==> src/hdl/rcf_pkg.sv <==
`default_nettype none
package rcf_pkg;
  localparam int unsigned RCF_AW = 6;
  localparam int unsigned RCF_NREG = 48;
  localparam int unsigned RCF_DIVW = 15;

  // Device register offsets.
  localparam logic [5:0] RCF_SECONDS = 6'h01;
  localparam logic [5:0] RCF_MINUTES = 6'h02;
  localparam logic [5:0] RCF_DAYS = 6'h04;
  localparam logic [5:0] RCF_WEEKDAYS = 6'h05;
  localparam logic [5:0] RCF_MONTHS = 6'h06;
  localparam logic [5:0] RCF_ALARM_FIRST = 6'h08;
  localparam logic [5:0] RCF_ALARM_LAST = 6'h0f;
  localparam logic [5:0] RCF_TSTAMP_FIRST = 6'h11;
  localparam logic [5:0] RCF_TSTAMP_LAST = 6'h22;
  localparam logic [5:0] RCF_PIN_IO = 6'h27;
  localparam logic [5:0] RCF_FUNCTION_CONTROL = 6'h28;
  localparam logic [5:0] RCF_EVENT_FLAGS = 6'h2b;
  localparam logic [5:0] RCF_RESET_COMMAND = 6'h2f;

  // Non-zero reset values.
  localparam logic [7:0] RCF_SECONDS_RST = 8'h80;
  localparam logic [7:0] RCF_DAYS_RST = 8'h01;
  localparam logic [7:0] RCF_WEEKDAYS_RST = 8'h06;
  localparam logic [7:0] RCF_MONTHS_RST = 8'h01;

  // Reset command codes.
  localparam logic [7:0] RCF_CMD_SOFT_RESET = 8'h2c;
  localparam logic [7:0] RCF_CMD_CLR_PRESC = 8'ha4;
  localparam logic [7:0] RCF_CMD_CLR_TSTAMP = 8'h25;
  localparam logic [7:0] RCF_CMD_CLR_BOTH = 8'ha5;
  localparam logic [7:0] RCF_CMD_NONE = 8'h00;

  // Function control fields.
  localparam int unsigned RCF_COF_LSB = 0;
  localparam logic [2:0] RCF_COF_OSC = 3'h0;
  localparam logic [2:0] RCF_COF_1HZ = 3'h6;
  localparam logic [2:0] RCF_COF_OFF = 3'h7;
  localparam int unsigned RCF_DIV_1HZ_BIT = 14;

  // Pin control fields.
  localparam int unsigned RCF_INTAPM_LSB = 0;
  localparam int unsigned RCF_TSPM_LSB = 2;
  localparam int unsigned RCF_CLK_OUT_INVERT_BIT = 6;
  localparam int unsigned RCF_CLK_PIN_DISABLE_BIT = 7;
  localparam logic [1:0] RCF_INTERRUPT_A_PIN_CLK = 2'h0;
  localparam logic [1:0] RCF_INTERRUPT_A_PIN_BAT = 2'h1;
  localparam logic [1:0] RCF_INTERRUPT_A_PIN_IRQ = 2'h2;
  localparam logic [1:0] RCF_TS_CLK = 2'h1;

  // Host register offsets and command bits.
  localparam logic [1:0] RCF_H_CMD = 2'h0;
  localparam logic [1:0] RCF_H_FCLR = 2'h1;
  localparam logic [1:0] RCF_H_ADDR = 2'h2;
  localparam logic [1:0] RCF_H_DATA = 2'h3;
  localparam int unsigned RCF_H_SR_BIT = 0;
  localparam int unsigned RCF_H_CPR_BIT = 1;
  localparam int unsigned RCF_H_CTS_BIT = 2;

  typedef logic [RCF_NREG-1:0][7:0] rcf_regs_t;

  function automatic rcf_regs_t rcf_reg_image();
    rcf_regs_t img;
    img = '0;
    img[RCF_SECONDS] = RCF_SECONDS_RST;
    img[RCF_DAYS] = RCF_DAYS_RST;
    img[RCF_WEEKDAYS] = RCF_WEEKDAYS_RST;
    img[RCF_MONTHS] = RCF_MONTHS_RST;
    return img;
  endfunction

  localparam rcf_regs_t RCF_REG_RST = rcf_reg_image();
endpackage
`default_nettype wire

==> src/hdl/rcf_if.sv <==
`default_nettype none
interface rcf_if;
  logic [5:0] addr;
  logic [7:0] wdata;
  logic wr;
  logic rd;
  logic [7:0] rdata;
  modport dev (input addr, input wdata, input wr, input rd, output rdata);
  modport host (output addr, output wdata, output wr, output rd,
                input rdata);
endinterface
`default_nettype wire

==> src/hdl/rcf_device.sv <==
// Summary of operation
// (RL1) Select codes 0-6 pick clock; 7 stops.
// (RL2) Frequency select resets to full oscillator rate.
// (RL3) Clock pin runs at power-on; disable holds low.
// (RL4) Invert bit flips clock except code seven.
// (RL5) Divided clocks have equal high and low.
// (RL6) One hertz output ignores calibration pulses.
// (RL7) Eight flags in fixed order, reset zero.
// (RL8) Flags sticky; writes AND into flags.
// (RL9) OR of flags read as minutes MSB.
// (RL10) Code 2Ch soft resets, clears prescaler, timestamps.
// (RL11) Code A4h clears only the prescaler.
// (RL12) Code 25h clears only the timestamps.
// (RL13) Code A5h clears prescaler and timestamps.
// (RL14) Other reset command values do nothing.
// (RL15) Reset at power-on and on soft reset.
// (RL16) Reset gives calendar mode, 2000-01-01, Saturday.
// (RL17) Reset enables battery switch, lower threshold.
// (RL18) Reset gives clock on both pins, timestamp off.
// (RL19) Reset keeps alarms, loads fixed image elsewhere.
// (RL20) Timestamp clear zeroes addresses 11h to 22h.
// (RL21) Interrupt pin clock released while on battery.
// (RL22) Flag set beats a simultaneous clearing write.
// (RL23) Dividers are a counter on oscillator edges.
//
// The address-and-strobe port was left to the implementer.
`default_nettype none
module rcf_device
  import rcf_pkg::*;
(
  input wire logic clk_sys_in,
  input wire logic rst_n_in,
  rcf_if.dev bus,
  input wire logic osc_clk_in,
  input wire logic on_battery_in,
  input wire logic [7:0] flag_set_in,
  input wire logic int_a_req_in,
  output logic clk_pin_out,
  output logic ts_pin_out,
  output logic ts_pin_oe_n_out,
  output logic interrupt_a_pin_out,
  output logic interrupt_a_pin_oe_n_out,
  output logic sec_tick_out,
  output logic soft_reset_out,
  output logic presc_clr_out,
  output logic tstamp_clr_out
);
  typedef struct packed {
    rcf_regs_t regs;
    logic [RCF_DIVW-1:0] div;
    logic [RCF_DIVW-1:0] presc;
    logic osc_q;
    logic [7:0] rdata;
    logic clk_pin;
    logic ts_pin_oe_n;
    logic ts_pin;
    logic interrupt_a_pin_oe_n;
    logic sec_tick;
    logic soft_rst;
    logic presc_clr;
    logic tstamp_clr;
  } rcf_dev_s;

  // Pins start released and the clock appears within two edges.
  localparam rcf_dev_s RCF_DEV_RST = '{
    regs: RCF_REG_RST,
    ts_pin_oe_n: 1'b1,
    interrupt_a_pin_oe_n: 1'b1,
    default: '0
  };

  rcf_dev_s st_reg;
  rcf_dev_s st_next;
  logic osc_rise;
  logic flags_wr;
  logic event_monitor;
  logic [2:0] clock_out_freq_sel;
  logic [1:0] int_a_pin_mode_sel;
  logic [1:0] ts_pin_mode_sel;
  logic clk_pin_disable;
  logic clk_out_invert;
  logic clk_sel;

  // Divider bit n runs at 32768 / 2^(n+1) Hz with a 50:50 duty cycle.
  function automatic logic rcf_clk_pick(input logic [2:0] cof,
                                        input logic osc,
                                        input logic [RCF_DIVW-1:0] div);
    if (cof == RCF_COF_OSC) begin
      return osc; // [RL5]
    end else if (cof == RCF_COF_1HZ) begin
      return div[RCF_DIV_1HZ_BIT]; // [RL1]
    end else if (cof == RCF_COF_OFF) begin
      return 1'b0; // [RL1]
    end
    return div[cof - 3'h1]; // [RL1] [RL5]
  endfunction

  function automatic logic rcf_in_range(input logic [5:0] a,
                                        input logic [5:0] lo,
                                        input logic [5:0] hi);
    return (a >= lo) && (a <= hi);
  endfunction

  always_comb begin
    st_next = st_reg;
    st_next.sec_tick = 1'b0;
    st_next.soft_rst = 1'b0;
    st_next.presc_clr = 1'b0;
    st_next.tstamp_clr = 1'b0;
    st_next.rdata = '0;
    st_next.osc_q = osc_clk_in;
    osc_rise = osc_clk_in && !st_reg.osc_q;
    clock_out_freq_sel =
      st_reg.regs[RCF_FUNCTION_CONTROL][RCF_COF_LSB +: 3];
    int_a_pin_mode_sel = st_reg.regs[RCF_PIN_IO][RCF_INTAPM_LSB +: 2];
    ts_pin_mode_sel = st_reg.regs[RCF_PIN_IO][RCF_TSPM_LSB +: 2];
    clk_pin_disable = st_reg.regs[RCF_PIN_IO][RCF_CLK_PIN_DISABLE_BIT];
    clk_out_invert = st_reg.regs[RCF_PIN_IO][RCF_CLK_OUT_INVERT_BIT];
    event_monitor = |st_reg.regs[RCF_EVENT_FLAGS]; // [RL9]

    // The clock-out divider is separate from the time prescaler, so
    // calibration and A4h/A5h prescaler clears never disturb the output clock; soft reset zeroes it.
    if (osc_rise) begin
      st_next.div = RCF_DIVW'(st_reg.div + 1'b1); // [RL23] [RL6]
      st_next.presc = RCF_DIVW'(st_reg.presc + 1'b1);
      st_next.sec_tick = &st_reg.presc;
    end

    if (bus.rd) begin
      if (bus.addr == RCF_MINUTES) begin
        st_next.rdata = {event_monitor, st_reg.regs[RCF_MINUTES][6:0]};
      end else if (bus.addr != RCF_RESET_COMMAND &&
                   bus.addr < RCF_AW'(RCF_NREG)) begin
        st_next.rdata = st_reg.regs[bus.addr];
      end
    end

    if (bus.wr && bus.addr != RCF_EVENT_FLAGS &&
        bus.addr != RCF_RESET_COMMAND && bus.addr < RCF_AW'(RCF_NREG)) begin
      st_next.regs[bus.addr] = bus.wdata;
    end

    // Writing zero clears a flag; a set event in the same cycle wins.
    flags_wr = bus.wr && (bus.addr == RCF_EVENT_FLAGS);
    st_next.regs[RCF_EVENT_FLAGS] =
      (flags_wr ? (st_reg.regs[RCF_EVENT_FLAGS] & bus.wdata)
                : st_reg.regs[RCF_EVENT_FLAGS]) // [RL8]
      | flag_set_in; // [RL22] [RL7]

    if (bus.wr && bus.addr == RCF_RESET_COMMAND) begin
      case (bus.wdata)
        RCF_CMD_SOFT_RESET: begin
          st_next.soft_rst = 1'b1; // [RL15]
          st_next.presc_clr = 1'b1; // [RL10]
          st_next.tstamp_clr = 1'b1;
        end
        RCF_CMD_CLR_PRESC: st_next.presc_clr = 1'b1; // [RL11]
        RCF_CMD_CLR_TSTAMP: st_next.tstamp_clr = 1'b1; // [RL12]
        RCF_CMD_CLR_BOTH: begin
          st_next.presc_clr = 1'b1; // [RL13]
          st_next.tstamp_clr = 1'b1;
        end
        default: st_next.tstamp_clr = 1'b0; // [RL14]
      endcase
    end

    if (st_next.presc_clr) begin
      st_next.presc = '0;
      st_next.sec_tick = 1'b0;
    end
    if (st_next.tstamp_clr) begin
      for (int i = 0; i < RCF_NREG; i++) begin
        if (rcf_in_range(6'(i), RCF_TSTAMP_FIRST, RCF_TSTAMP_LAST)) begin
          st_next.regs[i] = '0; // [RL20]
        end
      end
    end
    if (st_next.soft_rst) begin
      st_next.div = '0;
      for (int i = 0; i < RCF_NREG; i++) begin
        if (!rcf_in_range(6'(i), RCF_ALARM_FIRST, RCF_ALARM_LAST)) begin
          st_next.regs[i] = RCF_REG_RST[i]; // [RL19] [RL16] [RL17] [RL2]
        end
      end
    end

    // Pins follow the registered divider state so they move together.
    clk_sel = rcf_clk_pick(clock_out_freq_sel, st_reg.osc_q, st_reg.div)
              ^ (clk_out_invert &&
                 clock_out_freq_sel != RCF_COF_OFF); // [RL4]
    st_next.clk_pin = clk_pin_disable ? 1'b0 : clk_sel; // [RL3]
    st_next.ts_pin_oe_n = (ts_pin_mode_sel != RCF_TS_CLK); // [RL18]
    st_next.ts_pin = (ts_pin_mode_sel == RCF_TS_CLK) && clk_sel;
    case (int_a_pin_mode_sel)
      RCF_INTERRUPT_A_PIN_CLK: begin
        st_next.interrupt_a_pin_oe_n = on_battery_in || // [RL21]
                            clock_out_freq_sel == RCF_COF_OFF || // [RL1]
                            clk_sel; // [RL18]
      end
      RCF_INTERRUPT_A_PIN_BAT: st_next.interrupt_a_pin_oe_n = !on_battery_in;
      RCF_INTERRUPT_A_PIN_IRQ: st_next.interrupt_a_pin_oe_n = !int_a_req_in;
      default: st_next.interrupt_a_pin_oe_n = 1'b1;
    endcase
  end

  always_ff @(posedge clk_sys_in or negedge rst_n_in) begin
    if (!rst_n_in) begin
      st_reg <= RCF_DEV_RST; // [RL15]
    end else begin
      st_reg <= st_next;
    end
  end

  always_comb begin
    bus.rdata = st_reg.rdata;
    clk_pin_out = st_reg.clk_pin;
    ts_pin_out = st_reg.ts_pin;
    ts_pin_oe_n_out = st_reg.ts_pin_oe_n;
    interrupt_a_pin_out = 1'b0;
    interrupt_a_pin_oe_n_out = st_reg.interrupt_a_pin_oe_n;
    sec_tick_out = st_reg.sec_tick;
    soft_reset_out = st_reg.soft_rst;
    presc_clr_out = st_reg.presc_clr;
    tstamp_clr_out = st_reg.tstamp_clr;
  end
endmodule
`default_nettype wire

==> src/flat_wrapper.sv <==
// flat-port wrapper written by rule: the top's interface ports become plain ports
module rcf_device_flat import rcf_pkg::*;
  (clk_sys_in, rst_n_in, osc_clk_in, on_battery_in, flag_set_in, int_a_req_in, clk_pin_out, ts_pin_out, ts_pin_oe_n_out, interrupt_a_pin_out, interrupt_a_pin_oe_n_out, sec_tick_out, soft_reset_out, presc_clr_out, tstamp_clr_out, bus_addr, bus_wdata, bus_wr, bus_rd, bus_rdata);
  rcf_if bus_i ();
  input wire logic clk_sys_in;
  input wire logic rst_n_in;
  input wire logic osc_clk_in;
  input wire logic on_battery_in;
  input wire logic [7:0] flag_set_in;
  input wire logic int_a_req_in;
  output logic clk_pin_out;
  output logic ts_pin_out;
  output logic ts_pin_oe_n_out;
  output logic interrupt_a_pin_out;
  output logic interrupt_a_pin_oe_n_out;
  output logic sec_tick_out;
  output logic soft_reset_out;
  output logic presc_clr_out;
  output logic tstamp_clr_out;
  input wire logic [$bits(bus_i.addr)-1:0] bus_addr;
  input wire logic [$bits(bus_i.wdata)-1:0] bus_wdata;
  input wire logic [$bits(bus_i.wr)-1:0] bus_wr;
  input wire logic [$bits(bus_i.rd)-1:0] bus_rd;
  output wire logic [$bits(bus_i.rdata)-1:0] bus_rdata;
  assign bus_i.addr = bus_addr;
  assign bus_i.wdata = bus_wdata;
  assign bus_i.wr = bus_wr;
  assign bus_i.rd = bus_rd;
  assign bus_rdata = bus_i.rdata;
  rcf_device u_core (.clk_sys_in(clk_sys_in), .rst_n_in(rst_n_in), .bus(bus_i), .osc_clk_in(osc_clk_in), .on_battery_in(on_battery_in), .flag_set_in(flag_set_in), .int_a_req_in(int_a_req_in), .clk_pin_out(clk_pin_out), .ts_pin_out(ts_pin_out), .ts_pin_oe_n_out(ts_pin_oe_n_out), .interrupt_a_pin_out(interrupt_a_pin_out), .interrupt_a_pin_oe_n_out(interrupt_a_pin_oe_n_out), .sec_tick_out(sec_tick_out), .soft_reset_out(soft_reset_out), .presc_clr_out(presc_clr_out), .tstamp_clr_out(tstamp_clr_out));
endmodule
==> config.mk <==
export PLATFORM = sky130hd
export DESIGN_NAME = rcf_device_flat
export DESIGN_NICKNAME = d
export VERILOG_FILES = /design/src/hdl/rcf_pkg.sv /design/src/hdl/rcf_if.sv /design/src/hdl/rcf_device.sv /design/src/flat_wrapper.sv
export SDC_FILE = /design/constraint.sdc
export NUM_CORES = 1
export LEC_CHECK = 0
export ABC_CLOCK_PERIOD_IN_PS = 4100
export BUFFER_PORTS_ARGS = -buffer_cell sky130_fd_sc_hd__buf_2
export CAP_MARGIN = 20
export CORE_ASPECT_RATIO = 1.5
export CORE_MARGIN = 2
export CORE_UTILIZATION = 50
export CTS_CLUSTER_DIAMETER = 120
export DETAILED_ROUTE_END_ITERATION = 8
export GPL_TIMING_DRIVEN = 0
export PLACE_DENSITY = 0.76
export SYNTH_ARGS = -nofsm -noshare
export SYNTH_HDL_FRONTEND = slang
export SYNTH_SLANG_ARGS = --single-unit
export TNS_END_PERCENT = 20
==> constraint.sdc <==
create_clock -name clk_sys_in -period 4.1 [get_ports clk_sys_in]
set_clock_uncertainty 0.1 [all_clocks]
set_input_delay 0.82 -clock clk_sys_in [delete_from_list [all_inputs] [get_ports clk_sys_in]]
set_output_delay 0.82 -clock clk_sys_in [all_outputs]
set_load 0.03 [all_outputs]
==> run summary <==
NetSw = 0.00314 W
TritonCTS buffer count = 41
# clock sinks = 431
pwr dens = 467 nW/um^2
Tmin final = 4100 ps
data arrival time of the worst path = 4470 ps
CP Max Fanout = 10
Post-synth EDFFs = 0
top-count cell post-synth = dfrtp_1
largest cells by area after synthesis = dfrtp_1, nand2_1, mux2i_1, o21ai_0, o22ai_1
gr ovfl total = 0
Mapped Area = 20700 um^2
post-route ant nets = 0
multi-input logic area = 8830 um^2
I/O pin count = 46
logic gate share of total power = 15.4%
Reg2Reg Depth = 6
# fillers = 3581
# H-tree levels = 2
all-layer global routing usage = 39.9%
sequential share of the synthesized area = 52.1%
via count = 18300
FF-to-FF Start = u_core.st_reg[66]
Iter 0 DRT Violations = 2422
most frequent CP cell = buf_2
Reg area = 10800 um^2
hold buffer count at CTS = 0
post-DR vias/cell = 6.72
asr flop ratio synth = 100%
Synth cell types = 81
first-pass GRT wire length = 122 mm
fmax = 244 MHz
clock network power share = 36.5%
initial antenna violation count = 4
Syn-to-layout area delta = 11.4%
Hold Path Class = input pin to async pin
RD Place Congestion = 1.08
Max Slew Vio Count = 0
Pleak = 10.6 nW
Layout Cells excl Fill = 2728
Final Setup Violations = 1
syn_nets = 2123
Setup TNS = -4.73 ps
slew of the pin with the lowest slew margin = 1330 ps
vias in the first global route = 18300
Internal = 0.00766 W
clock root buffer = clkbuf_16
Initial Utilization = 50.6%
reg-to-reg critical path endpoint = u_core.bus.rdata[3]
share of layout cells above drive strength 1 = 14.3%
max-cap viol count = 0
final hold vios = 0
setup repair bufs after CTS = 0
Flop pwr share = 48.1%
clock tree buffer depth = 3
Worst setup SP type = input pin
Post-Syn Area per Cell = 9.93 um^2
Core ar. = 41000 um^2
CP Class = input pin to register
failing checks = setup timing
TritonCTS clock tree = built
max incr delay on CP = 910 ps
fin crit share = 100%
Max IR drop VDD = 0.413 mV
#FFs+latches synth = 431
Post-route DRC = 0
Util after Layout = 56.4%
status = finished, violations left
synth warn = 0
Die Y = 253 um
ys flop type = dfrtp_1
Resized Gates After CTS = 0
Yosys top cell by area = dfrtp_1
RSZ-0062 raised after global routing = no
1st-pass router iterations = 8
switch share = 29.0%
placed insts = 2649
cell count after synthesis = 2088
largest net degree at the start of global routing = 124
number of nets in the layout = 2216
worst reg2reg setup slack = 1410 ps
final worst slack = -4.73 ps
CP Cell Sequence = buf_2 > buf_4 > inv_1 > buf_2 > buf_1 > mux2i_1 > o32ai_1 > a21oi_1 > o211ai_1 > a22o_1
die area = 43100 um^2
Reg clk slew, reported paths = 60 ps
WL/cell = 31.0 um
Clk Latency, worst-skew pair = 570 ps
top cells by count, synth = dfrtp_1, nand2_1, o21ai_0
area fraction of the dominant cell type after synthesis = 51.2%
Slew HR = 11.3%
max reg flops = 408
WL final = 84.5 mm
port buffer count = 43
CP required = 4470 ps
crit end category = register
HPWL after DPL = 60.1 mm
Die Width = 170 um
Site Rows = 91
Slowest cell on crit path = buf_1
critical path: cells and delay by family:
family | cells | cell delay (ps)
buf+inv | 5 | 1960
compound gates | 4 | 1350
mux | 1 | 320
layer usage:
metal / global-route usage (%) / wire length, um
met2: 62.9 / 39000
met5: 0 / 26
met4: 37.0 / 9390
met1: 43.9 / 27800
met3: 10.0 / 8230
layout make-up:
cell class | count | area share [%]
Sequential cell | 431 | 46.7
Multi-Input combinational cell | 1442 | 38.2
Clock buffer | 63 | 5.42
Buffer | 192 | 4.44
Tap cell | 511 | 2.77
Timing Repair Buffer | 50 | 1.52
Clock inverter | 12 | 0.531
Inverter | 23 | 0.374
Antenna cell | 4 | 0.0433
cells by family (layout without fill, tap and decap cells):
kind of cell / Yosys count / in the layout / share of synthesized area (%)
fa+ha+maj: 6 / 6 / 0.362
mux: 168 / 168 / 10.3
flops: 431 / 431 / 52.1
simple gates: 727 / 727 / 15.2
compound gates: 510 / 510 / 15.5
other cells: 1 / 5 / 0.0181
xor+xnor: 30 / 30 / 1.27
buf+inv: 215 / 340 / 5.37
per-stage QoR:
stage | hold WS (ps) | worst slack (ps) | area, um^2 | total power, W
6_report | 185 | -4.73 | 23100 | 0.0108
4_1_cts | 214 | 561 | 23100 | 0.0107
2_1_floorplan | 313 | 1470 | 20700 | 0.00613
3_5_place_dp | 369 | 7.78 | 21700 | 0.00684
5_1_grt | 241 | 323 | 23100 | 0.0111
3_3_place_gp | 357 | -6300 | 21600 | 0.00675
power groups by stage:
stage / logic (W) / clock network [W] / registers, W
after floorplan: 0.00100 / 0 / 0.00512
after global placement: 0.00154 / 0 / 0.00521
final: 0.00166 / 0.00394 / 0.00519
after detailed placement: 0.00160 / 0 / 0.00524
after global routing: 0.00178 / 0.00411 / 0.00523
after CTS: 0.00162 / 0.00394 / 0.00517
worst max path at each step:
stage                     start                     to  slack (ps)
floorplan           bus_addr[1]    u_core.bus.rdata[0]        1470
global placement       rst_n_in  u_core.tstamp_clr_out       -6300
detailed placement  bus_addr[2]    u_core.bus.rdata[3]           8
CTS                 bus_addr[2]    u_core.bus.rdata[3]         560
global route        bus_addr[2]    u_core.bus.rdata[3]         320
finish              bus_addr[2]    u_core.bus.rdata[3]          -5
cell usage in the layout, fill, tap and decap left out, drive strengths merged, types with 5 or more instances in the layout:
cell type  instances
nor2             133
a21oi             87
and3b              6
a211oi             5
o2bb2ai            9
mux2              55
and2              15
nand2            418
and3               6
xor2              20
dfrtp            424
buf              143
nand4             15
ha                 6
inv               22
a31oi             13
a22o               9
clkinv             9
clkbuf           162
nor3              10
o22a               5
o21ai            170
nor2b             12
nand3             89
nor3b              5
o22ai            115
a221oi            33
a221o             10
dfstp              7
mux2i             83
xnor2             10
mux4              30
a22oi             27
Power figures use the tool's default switching activity.
